<file path="src/core/prt_pkg.sv">
package prt_pkg;
    // register word indices (printed offsets are not all multiples of four: index times four)
    localparam logic [11:0] CONTROL_IDX = 12'h100;
    localparam logic [11:0] IO_CONTROL_IDX = 12'h101;
    localparam logic [11:0] MODE_SELECT_IDX = 12'h102;
    localparam logic [11:0] PRESCALE_IDX = 12'h103;
    localparam logic [11:0] MAIN_COUNT_IDX = 12'h104;
    localparam logic [11:0] PIN_ROUTING_IDX = 12'h180;
    localparam int ADDR_W = 14;
    // control field positions
    localparam int RUN_BIT = 0;
    localparam int ACTIVE_BIT = 1;
    localparam int HALT_BIT = 2;
    localparam int EDGE_BIT = 4;
    localparam int UNDF_BIT = 5;
    localparam logic [7:0] MODE_WMASK = 8'hF7;
    localparam logic [7:0] ROUTE_WMASK = 8'h1F;
    localparam logic [7:0] COUNT_RESET = 8'hFF;
    localparam logic [7:0] ZERO8 = 8'h00;
    // count source selections
    localparam logic [2:0] SRC_DIV1 = 3'h0;
    localparam logic [2:0] SRC_DIV8 = 3'h1;
    localparam logic [2:0] SRC_OSC = 3'h2;
    localparam logic [2:0] SRC_DIV2 = 3'h3;
    localparam logic [2:0] SRC_SUB32 = 3'h4;
    localparam logic [2:0] SRC_SUB = 3'h6;
    localparam logic [2:0] DIV_LAST = 3'h7;
    typedef enum logic [2:0] {
        PRT_TIMER = 3'h0,
        PRT_PULSE_OUT = 3'h1,
        PRT_EVENT = 3'h2,
        PRT_WIDTH = 3'h3,
        PRT_PERIOD = 3'h4
    } prt_mode_t;
    typedef struct packed {
        logic [1:0] route;
    } prt_pin_t;
endpackage

</file>
<file path="src/core/prt_timer.sv">
// The implementer's own choice: register access over APB.
`timescale 1ns/1ps
module prt_timer (
    input wire logic clock,
    input wire logic reset,
    input wire logic psel,
    input wire logic penable,
    input wire logic pwrite,
    input wire logic [13:0] paddr,
    input wire logic [31:0] pwdata,
    output logic [31:0] prdata,
    output logic pready,
    output logic pslverr,
    input wire logic onchip_osc_clock,
    input wire logic subclock_div32,
    input wire logic subclock_source,
    output logic timer_irq,
    output logic [1:0] pin_route,
    output logic count_source_active
);
    logic [7:0] io_reg, mode_reg, route_reg;
    logic run_reg, active_reg, edge_reg, undf_reg;
    logic [7:0] pre_reload_reg, pre_count_reg, main_reload_reg, main_count_reg;
    logic [2:0] div_reg;
    logic [2:0] osc_sync_reg, c32_sync_reg, csub_sync_reg;
    logic tick, pre_under, main_under, src_level;
    logic wr, rd_ok;
    logic [11:0] idx;
    prt_pkg::prt_pin_t pin_cfg;

    // apb decode: zero-wait, word index from byte address
    assign idx = paddr[13:2];
    assign wr = psel && penable && pwrite;
    assign rd_ok = (idx == prt_pkg::CONTROL_IDX) || (idx == prt_pkg::IO_CONTROL_IDX)
        || (idx == prt_pkg::MODE_SELECT_IDX) || (idx == prt_pkg::PRESCALE_IDX)
        || (idx == prt_pkg::MAIN_COUNT_IDX) || (idx == prt_pkg::PIN_ROUTING_IDX);

    function automatic logic hit(input logic [11:0] a, input logic [11:0] r);
        hit = (a == r);
    endfunction

    // pin inputs pass two flops, third for edge detect
    always_ff @(posedge clock) begin
        if (reset) begin
            osc_sync_reg <= 3'h0;
            c32_sync_reg <= 3'h0;
            csub_sync_reg <= 3'h0;
        end else begin
            osc_sync_reg <= {osc_sync_reg[1:0], onchip_osc_clock};
            c32_sync_reg <= {c32_sync_reg[1:0], subclock_div32};
            csub_sync_reg <= {csub_sync_reg[1:0], subclock_source};
        end
    end

    // system clock divider for f2 and f8 enables
    always_ff @(posedge clock) begin
        if (reset) begin
            div_reg <= 3'h0;
        end else begin
            div_reg <= div_reg + 3'h1;
        end
    end

    // count source select and cutoff
    always_comb begin
        unique case (mode_reg[6:4])
            prt_pkg::SRC_DIV1: src_level = 1'b1;
            prt_pkg::SRC_DIV8: src_level = (div_reg == prt_pkg::DIV_LAST);
            prt_pkg::SRC_OSC: src_level = osc_sync_reg[1] && !osc_sync_reg[2];
            prt_pkg::SRC_DIV2: src_level = div_reg[0];
            prt_pkg::SRC_SUB32: src_level = c32_sync_reg[1] && !c32_sync_reg[2];
            prt_pkg::SRC_SUB: src_level = csub_sync_reg[1] && !csub_sync_reg[2];
            default: src_level = 1'b0;
        endcase
    end
    assign tick = src_level && !mode_reg[7] && active_reg;
    assign pre_under = tick && (pre_count_reg == prt_pkg::ZERO8);
    assign main_under = pre_under && (main_count_reg == prt_pkg::ZERO8);

    // route field carried to the output stage as the pin struct
    assign pin_cfg.route = route_reg[1:0];

    // control: start, status, forced halt, flags
    always_ff @(posedge clock) begin
        if (reset) begin
            run_reg <= 1'b0;
            active_reg <= 1'b0;
            edge_reg <= 1'b0;
            undf_reg <= 1'b0;
        end else begin
            active_reg <= run_reg;
            if (wr && hit(idx, prt_pkg::CONTROL_IDX)) begin
                if (pwdata[prt_pkg::HALT_BIT]) begin
                    run_reg <= 1'b0;
                    active_reg <= 1'b0;
                end else begin
                    run_reg <= pwdata[prt_pkg::RUN_BIT];
                end
                if (!pwdata[prt_pkg::EDGE_BIT]) edge_reg <= 1'b0;
                if (!pwdata[prt_pkg::UNDF_BIT]) undf_reg <= 1'b0;
            end
            if (main_under) undf_reg <= 1'b1; // set wins over clear
        end
    end

    // config registers; unassigned bits masked
    always_ff @(posedge clock) begin
        if (reset) begin
            io_reg <= prt_pkg::ZERO8;
            mode_reg <= prt_pkg::ZERO8;
            route_reg <= prt_pkg::ZERO8;
        end else if (wr) begin
            if (hit(idx, prt_pkg::IO_CONTROL_IDX)) io_reg <= pwdata[7:0];
            if (hit(idx, prt_pkg::MODE_SELECT_IDX)) mode_reg <= pwdata[7:0] & prt_pkg::MODE_WMASK;
            if (hit(idx, prt_pkg::PIN_ROUTING_IDX)) route_reg <= pwdata[7:0] & prt_pkg::ROUTE_WMASK;
        end
    end

    // prescaler stage
    always_ff @(posedge clock) begin
        if (reset) begin
            pre_reload_reg <= prt_pkg::COUNT_RESET;
            pre_count_reg <= prt_pkg::COUNT_RESET;
        end else if (wr && hit(idx, prt_pkg::CONTROL_IDX) && pwdata[prt_pkg::HALT_BIT]) begin
            pre_reload_reg <= prt_pkg::COUNT_RESET;
            pre_count_reg <= prt_pkg::COUNT_RESET;
        end else begin
            if (wr && hit(idx, prt_pkg::PRESCALE_IDX)) begin
                pre_reload_reg <= pwdata[7:0];
                if (!active_reg) pre_count_reg <= pwdata[7:0];
            end
            if (tick) begin
                if (pre_under) pre_count_reg <= pre_reload_reg;
                else pre_count_reg <= pre_count_reg - 8'h01;
            end
        end
    end

    // main timer stage, steps on prescaler underflow
    always_ff @(posedge clock) begin
        if (reset) begin
            main_reload_reg <= prt_pkg::COUNT_RESET;
            main_count_reg <= prt_pkg::COUNT_RESET;
        end else if (wr && hit(idx, prt_pkg::CONTROL_IDX) && pwdata[prt_pkg::HALT_BIT]) begin
            main_reload_reg <= prt_pkg::COUNT_RESET;
            main_count_reg <= prt_pkg::COUNT_RESET;
        end else begin
            if (wr && hit(idx, prt_pkg::MAIN_COUNT_IDX)) begin
                main_reload_reg <= pwdata[7:0];
                if (!active_reg) main_count_reg <= pwdata[7:0];
            end
            if (pre_under) begin
                if (main_under) main_count_reg <= main_reload_reg;
                else main_count_reg <= main_count_reg - 8'h01;
            end
        end
    end

    // outputs: irq pulse, pin route, activity
    always_ff @(posedge clock) begin
        if (reset) begin
            timer_irq <= 1'b0;
            pin_route <= 2'h0;
            count_source_active <= 1'b0;
        end else begin
            timer_irq <= main_under;
            pin_route <= pin_cfg.route;
            count_source_active <= active_reg && !mode_reg[7];
        end
    end

    // apb read data, counters not reload values
    always_ff @(posedge clock) begin
        if (reset) begin
            prdata <= 32'h0;
            pready <= 1'b0;
            pslverr <= 1'b0;
        end else begin
            pready <= psel && !penable;
            pslverr <= psel && !penable && !rd_ok;
            prdata <= 32'h0;
            if (psel && !penable && !pwrite) begin
                if (hit(idx, prt_pkg::CONTROL_IDX))
                    prdata[7:0] <= {2'b00, undf_reg, edge_reg, 2'b00, active_reg, run_reg};
                if (hit(idx, prt_pkg::IO_CONTROL_IDX)) prdata[7:0] <= io_reg;
                if (hit(idx, prt_pkg::MODE_SELECT_IDX)) prdata[7:0] <= mode_reg;
                if (hit(idx, prt_pkg::PRESCALE_IDX)) prdata[7:0] <= pre_count_reg;
                if (hit(idx, prt_pkg::MAIN_COUNT_IDX)) prdata[7:0] <= main_count_reg;
                if (hit(idx, prt_pkg::PIN_ROUTING_IDX)) prdata[7:0] <= route_reg;
            end
        end
    end
endmodule

</file>
<file path="config.mk">
export PLATFORM = sky130hd
export DESIGN_NAME = prt_timer
export DESIGN_NICKNAME = d
export VERILOG_FILES = /design/src/core/prt_pkg.sv /design/src/core/prt_timer.sv
export SDC_FILE = /design/constraint.sdc
export NUM_CORES = 1
export LEC_CHECK = 0
export CORE_UTILIZATION = 60
export CTS_BUF_LIST = sky130_fd_sc_hd__clkbuf_4 sky130_fd_sc_hd__clkbuf_8
export DETAILED_ROUTE_END_ITERATION = 6
export DONT_BUFFER_PORTS = 1
export PLACE_DENSITY_LB_ADDON = 0.25
export SLEW_MARGIN = 20
export SYNTH_ARGS = -nofsm -noshare
export SYNTH_HDL_FRONTEND = slang
export SYNTH_SLANG_ARGS = --single-unit
export TNS_END_PERCENT = 5
</file>
<file path="constraint.sdc">
create_clock -name clock -period 6.5 [get_ports clock]
set_input_delay 1.3 -clock clock [delete_from_list [all_inputs] [get_ports clock]]
set_output_delay 1.3 -clock clock [all_outputs]
set_load 0.005 [all_outputs]
</file>
* Word-level counts from Yosys, hierarchy flattened
Index checks and enable logic that the tools add are counted.
Operators by class: add/sub/neg operators 3, eq/ne operators 15, muxes and demuxes 20, bitwise operators 1, reductions and logical operators 43
Operators with widths (count):
- $mux 8 | 12
- $eq 12x9->1 const B | 6
- $logic_and 1x1->1 | 17
- $logic_not 8->1 | 2
- $sub 8x1->8 const B | 2
- $reduce_and 2->1 | 6
- $eq 3x3->1 const B | 3
- $logic_not 1->1 | 7
- $eq 3x2->1 const B | 2
- $mux 1 | 6
- $mux 6 | 1
- $ne 2x1->1 const B | 3
- $pmux 1 s6 | 1
- $reduce_bool 2->1 | 3
- $logic_or 1x1->1 | 5
- $reduce_or 2->1 | 2
- $add 3x1->3 const B | 1
- $eq 3x1->1 const B | 1
- $logic_not 3->1 | 1
- $not 1->1 | 1
Storage, ports and cells: bits in registers 105, bits of input ports 54, output and inout port bits 38, logic and storage cells 103

* Logic depth before layout (Yosys ltp)
depth after elaboration 9, depth in mapped cells 9, mapped depth without buffers 8

* Worst setup path after synthesis
Ideal clock, no wire load.
path kind input to register, start in paddr[11], end reg pre_count_reg[3], setup time 129 ps, data arrival time 2748 ps, data required time 6371 ps, slack 3623 ps, stages 7, buffers on the path 1, cells stage by stage nor3b_1 > nand4_2 > or2_1 > buf_6 > mux2_1 > mux2i_1 > nand2_1
Between the ends: word-level cells in the longest chain between the ends 4, elaborated cells on any way between the ends 8, those cells by class 2 x eq/ne; 6 x reduce/logical
Ends and longest elaborated chain:
- start: declaration | RTL line prt_timer.sv:9 | input wire logic [13:0] paddr,
- $eq 12x9->1 | RTL line prt_timer.sv:39 | hit = (a == r);
- $logic_and 1x1->1 (on tied branches) | RTL line prt_timer.sv:128, prt_timer.sv:124
- $reduce_bool 2->1 (no line) / $logic_and 1x1->1 (equally long branches)
- $reduce_and 2->1 (no line) / $reduce_or 2->1 (equally long branches)
- end signal: assignment | RTL line prt_timer.sv:126 | pre_count_reg <= prt_pkg::COUNT_RESET;
- end signal: assignment | RTL line prt_timer.sv:130 | if (!active_reg) pre_count_reg <= pwdata[7:0];
- end signal: assignment | RTL line prt_timer.sv:133 | if (pre_under) pre_count_reg <= pre_reload_reg;
- end: declaration | RTL line prt_timer.sv:23 | logic [7:0] pre_reload_reg, pre_count_reg, main_reload_reg, main_count_reg;
Parallel ways exist; a longest one is shown, timed or not. A chain may end at the register's enable or synchronous reset.

* Final worst setup path
Same ends and word-level chain as after synthesis.

==> flow_summary.yaml <==
global_route:
  grt_pass1_vias: 3028
  grt_pass1_wl_um: 14900
  grt_antenna_before_repair: 0
  grt-ovfl-total: 0
  grt_start_max_net_pins: 41
  grt_use_total_pct: 27.5
sta:
  fin_ws_ps: 3570
  finalCritPeriodShare_pct: 45.1
  rsz0062_at_grt: "no"
  maxSlewHeadroom_pct: 41.3
  finClkSkew_ps: 11.6
  tightest_slew_ps: 877
  fin_hold_ws_ps: 439
  fmax_mhz: 341
  period_needed_ps: 2930
  fin_tns_setup_ps: 0
  final-setup-viol-count: 0
  maxSlewViolCount: 0
  hold_viol_final: 0
floorplan:
  start_util_pct: 62.1
  die-area_sq_um: 6900
  die_h_um: 83.1
  fp-row-count: 29
  core_sq_um: 6350
  ios: 92
  die_w_um: 83.1
cells_and_area:
  regArea_sq_um: 1620
  area_delta_synth_final_pct: 2.73
  multi_input_area_sq_um: 2110
  nFillCells: 554
  num_antenna_cells: 0
  drive_gt1_share_pct: 8.19
  finalNetCount: 517
synth:
  synth_top_area_cell: "dfxtp_1"
  synth_top_family_by_area: "simple AND/OR/NAND/NOR gates"
  synth_top_area_share_pct: 41.1
  synth_cell_types: 62
  synth_compound_area_share_pct: 13.1
  synthMuxAreaShare_pct: 8.60
  syn_area_sq_um: 3940
  synth-simple-area-share_pct: 26.8
  synth-edff-count: 0
  synth_area_leaders: "dfxtp_1 (41%), nand2_1 (7.8%), buf_4 (4.6%)"
  seq_area_frac_synth_pct: 41.1
  synth_xor_area_share_pct: 1.33
  postSynth.asyncResetShare_pct: 0
  ys.flop_type: "dfxtp_1"
  ys_warn_count: 0
  ys_ff_latch: 81
  synth_adder_area_share_pct: 1.27
  synth_cells: 470
  synth_area_per_cell_sq_um: 8.39
cts:
  clk_latency_ps: 370
  cts.sinks: 81
  cts_max_path_buffers: 2
  cts_root_buffer: "clkbuf_8"
  cts_made_buffers: 9
  post_cts_buffers: 0
  clk_pin_slew_ps: 80
  cts_tree: "yes"
  cts_hold_buf: 0
  cts-htree-levels: 3
  post_cts_resized: 0
routing:
  drtIter0Drc: 223
  drc_errors: 0
  num_vias: 3202
  routed_via_density: 5.92
  routed_wl_um: 8920
  routedWlPerCell_um: 16.5
  firstDrtPassIters: 4
  drtAntennaViolNets: 0
place:
  dp_hpwl_um: 6180
  place_ws_ps: 3220
  gp_congestion: 0.882
  port_buffers: 0
power_and_ir_drop:
  netSwitchingPower_mw: 0.210
  cellPowerDensity_nw_per_um2: 215
  power.share.switching_pct: 24.1
  p_int_mw: 0.661
  p_seq_share_pct: 57.6
  pwr-share-clk_pct: 39.1
  vdd_drop_max_mv: 0.140
  combPwrFrac_pct: 3.3
  leakagePower_nw: 1.56
setup_path:
  critPathLaunchType: "input pin"
  r2r_cells: 8
  worst_r2r_startpoint: "div_reg[0]$_SDFF_PP0_"
  path_max_fanout: 10
  crit_type: "input pin to flip-flop"
  critPathArrivalTime_ps: 3180
  critPathCaptureType: "flip-flop"
  worstPathRequired_ps: 6740
  r2r_slack_ps: 4070
  r2r_end: "pre_count_reg[6]$_SDFFE_PP1P_"
min_path:
  holdPathEnd: "csub_sync_reg[2]$_SDFF_PP0_"
  whs_path_depth: 2
  hold_path.class: "flip-flop to flip-flop"
  hold_start: "csub_sync_reg[1]$_SDFF_PP0_"
status:
  status: "finished clean"
flow_run:
  maxCapViolCount: 0
-- synth_stat cells, types with 5 or more instances --
master    number
nand2_1       82
a22oi_1        5
buf_4         24
o21ai_0       12
nor3_1         9
nor2_1        44
inv_1          7
mux2i_1       17
a21oi_1       30
nand2b_1       6
mux2_2        10
nand3_1       21
o211ai_1       8
clkbuf_1      18
dfxtp_1       81
nor2b_1       17
-- per-stage QoR --
| stage | instances | utilization, % | area, sq um | power, mW |
|---|---|---|---|---|
| after floorplan | 493 | - | 4030 | 0.552 |
| after global placement | 525 | 61.0 | 3870 | 0.541 |
| after detailed placement | 525 | 61.0 | 3870 | 0.541 |
| after CTS | 541 | 63.8 | 4050 | 0.875 |
| after global routing | 541 | 63.8 | 4050 | 0.900 |
| final | 541 | 63.8 | 4050 | 0.871 |
-- power groups by stage --
stage / Combinational (mW) / Sequential (mW) / Clock (mW)
6_report: 0.0285 / 0.501 / 0.341
5_1_grt: 0.0320 / 0.502 / 0.366
3_3_place_gp: 0.0277 / 0.513 / 0
3_5_place_dp: 0.0281 / 0.513 / 0
4_1_cts: 0.0282 / 0.501 / 0.345
2_1_floorplan: 0.0389 / 0.513 / 0
-- layout by cell type, fill, tap and decap left out, drive strengths merged, types with 13 or more instances in the layout --
cell type	count
nor2b	17
mux2i	17
dfxtp	81
o21ai	13
nor2	45
conb	24
a21oi	30
mux2	13
nand2	82
nand3	21
-- kinds of logic (layout without fill, tap and decap cells) --
| kind of cell | after synthesis | count (layout) |
|---|---|---|
| AOI/OAI and AO/OA | 81 | 81 |
| DFF | 81 | 81 |
| other | 1 | 24 |
| and+or+nand+nor | 212 | 212 |
| xor gates and xnor gates | 6 | 6 |
| adders and majority gates | 4 | 4 |
| muxes | 31 | 31 |
| buffers and inverters | 54 | 25 |
-- layer usage --
metal	global-route usage, %	share of wire, %	up-vias
met5	0	0	-
met4	13.9	2.4	0
met3	6.26	6.7	19
met2	43.3	46	115
met1	35.3	45	1503
li1	-	-	1565
-- worst max path at each step --
| stage | from | to | slack (ps) | depth (start not counted) |
|---|---|---|---|---|
| after CTS | paddr[11] | pre_count_reg[3]$_SDFFE_PP1P_ | 3600 | 6 |
| after global placement | paddr[11] | pre_count_reg[3]$_SDFFE_PP1P_ | 3230 | 6 |
| after floorplan | paddr[11] | pre_count_reg[3]$_SDFFE_PP1P_ | 3620 | 7 |
| after global routing | paddr[11] | route_reg[3]$_SDFFE_PP0P_ | 3430 | 6 |
| final | paddr[11] | pre_count_reg[3]$_SDFFE_PP1P_ | 3570 | 6 |
| after detailed placement | paddr[11] | pre_count_reg[3]$_SDFFE_PP1P_ | 3220 | 6 |
-- critical path, cell delays in order --
cell	delay (ps)
nor3b_1	420
nand4_2	400
or2_1	490
mux2_1	360
mux2i_1	120
nand2_1	70
-- final cells by class --
| type | instances | share of cell area (%) |
|---|---|---|
| multi-input combinational | 358 | 52.2 |
| inverter | 7 | 0.649 |
| sequential | 81 | 40.0 |
| clock inverter | 5 | 0.988 |
| timing repair buffer | 2 | 0.371 |
| tap | 77 | 2.38 |
| clock buffer | 11 | 3.43 |
No activity file was read; power rests on OpenSTA's default activity.
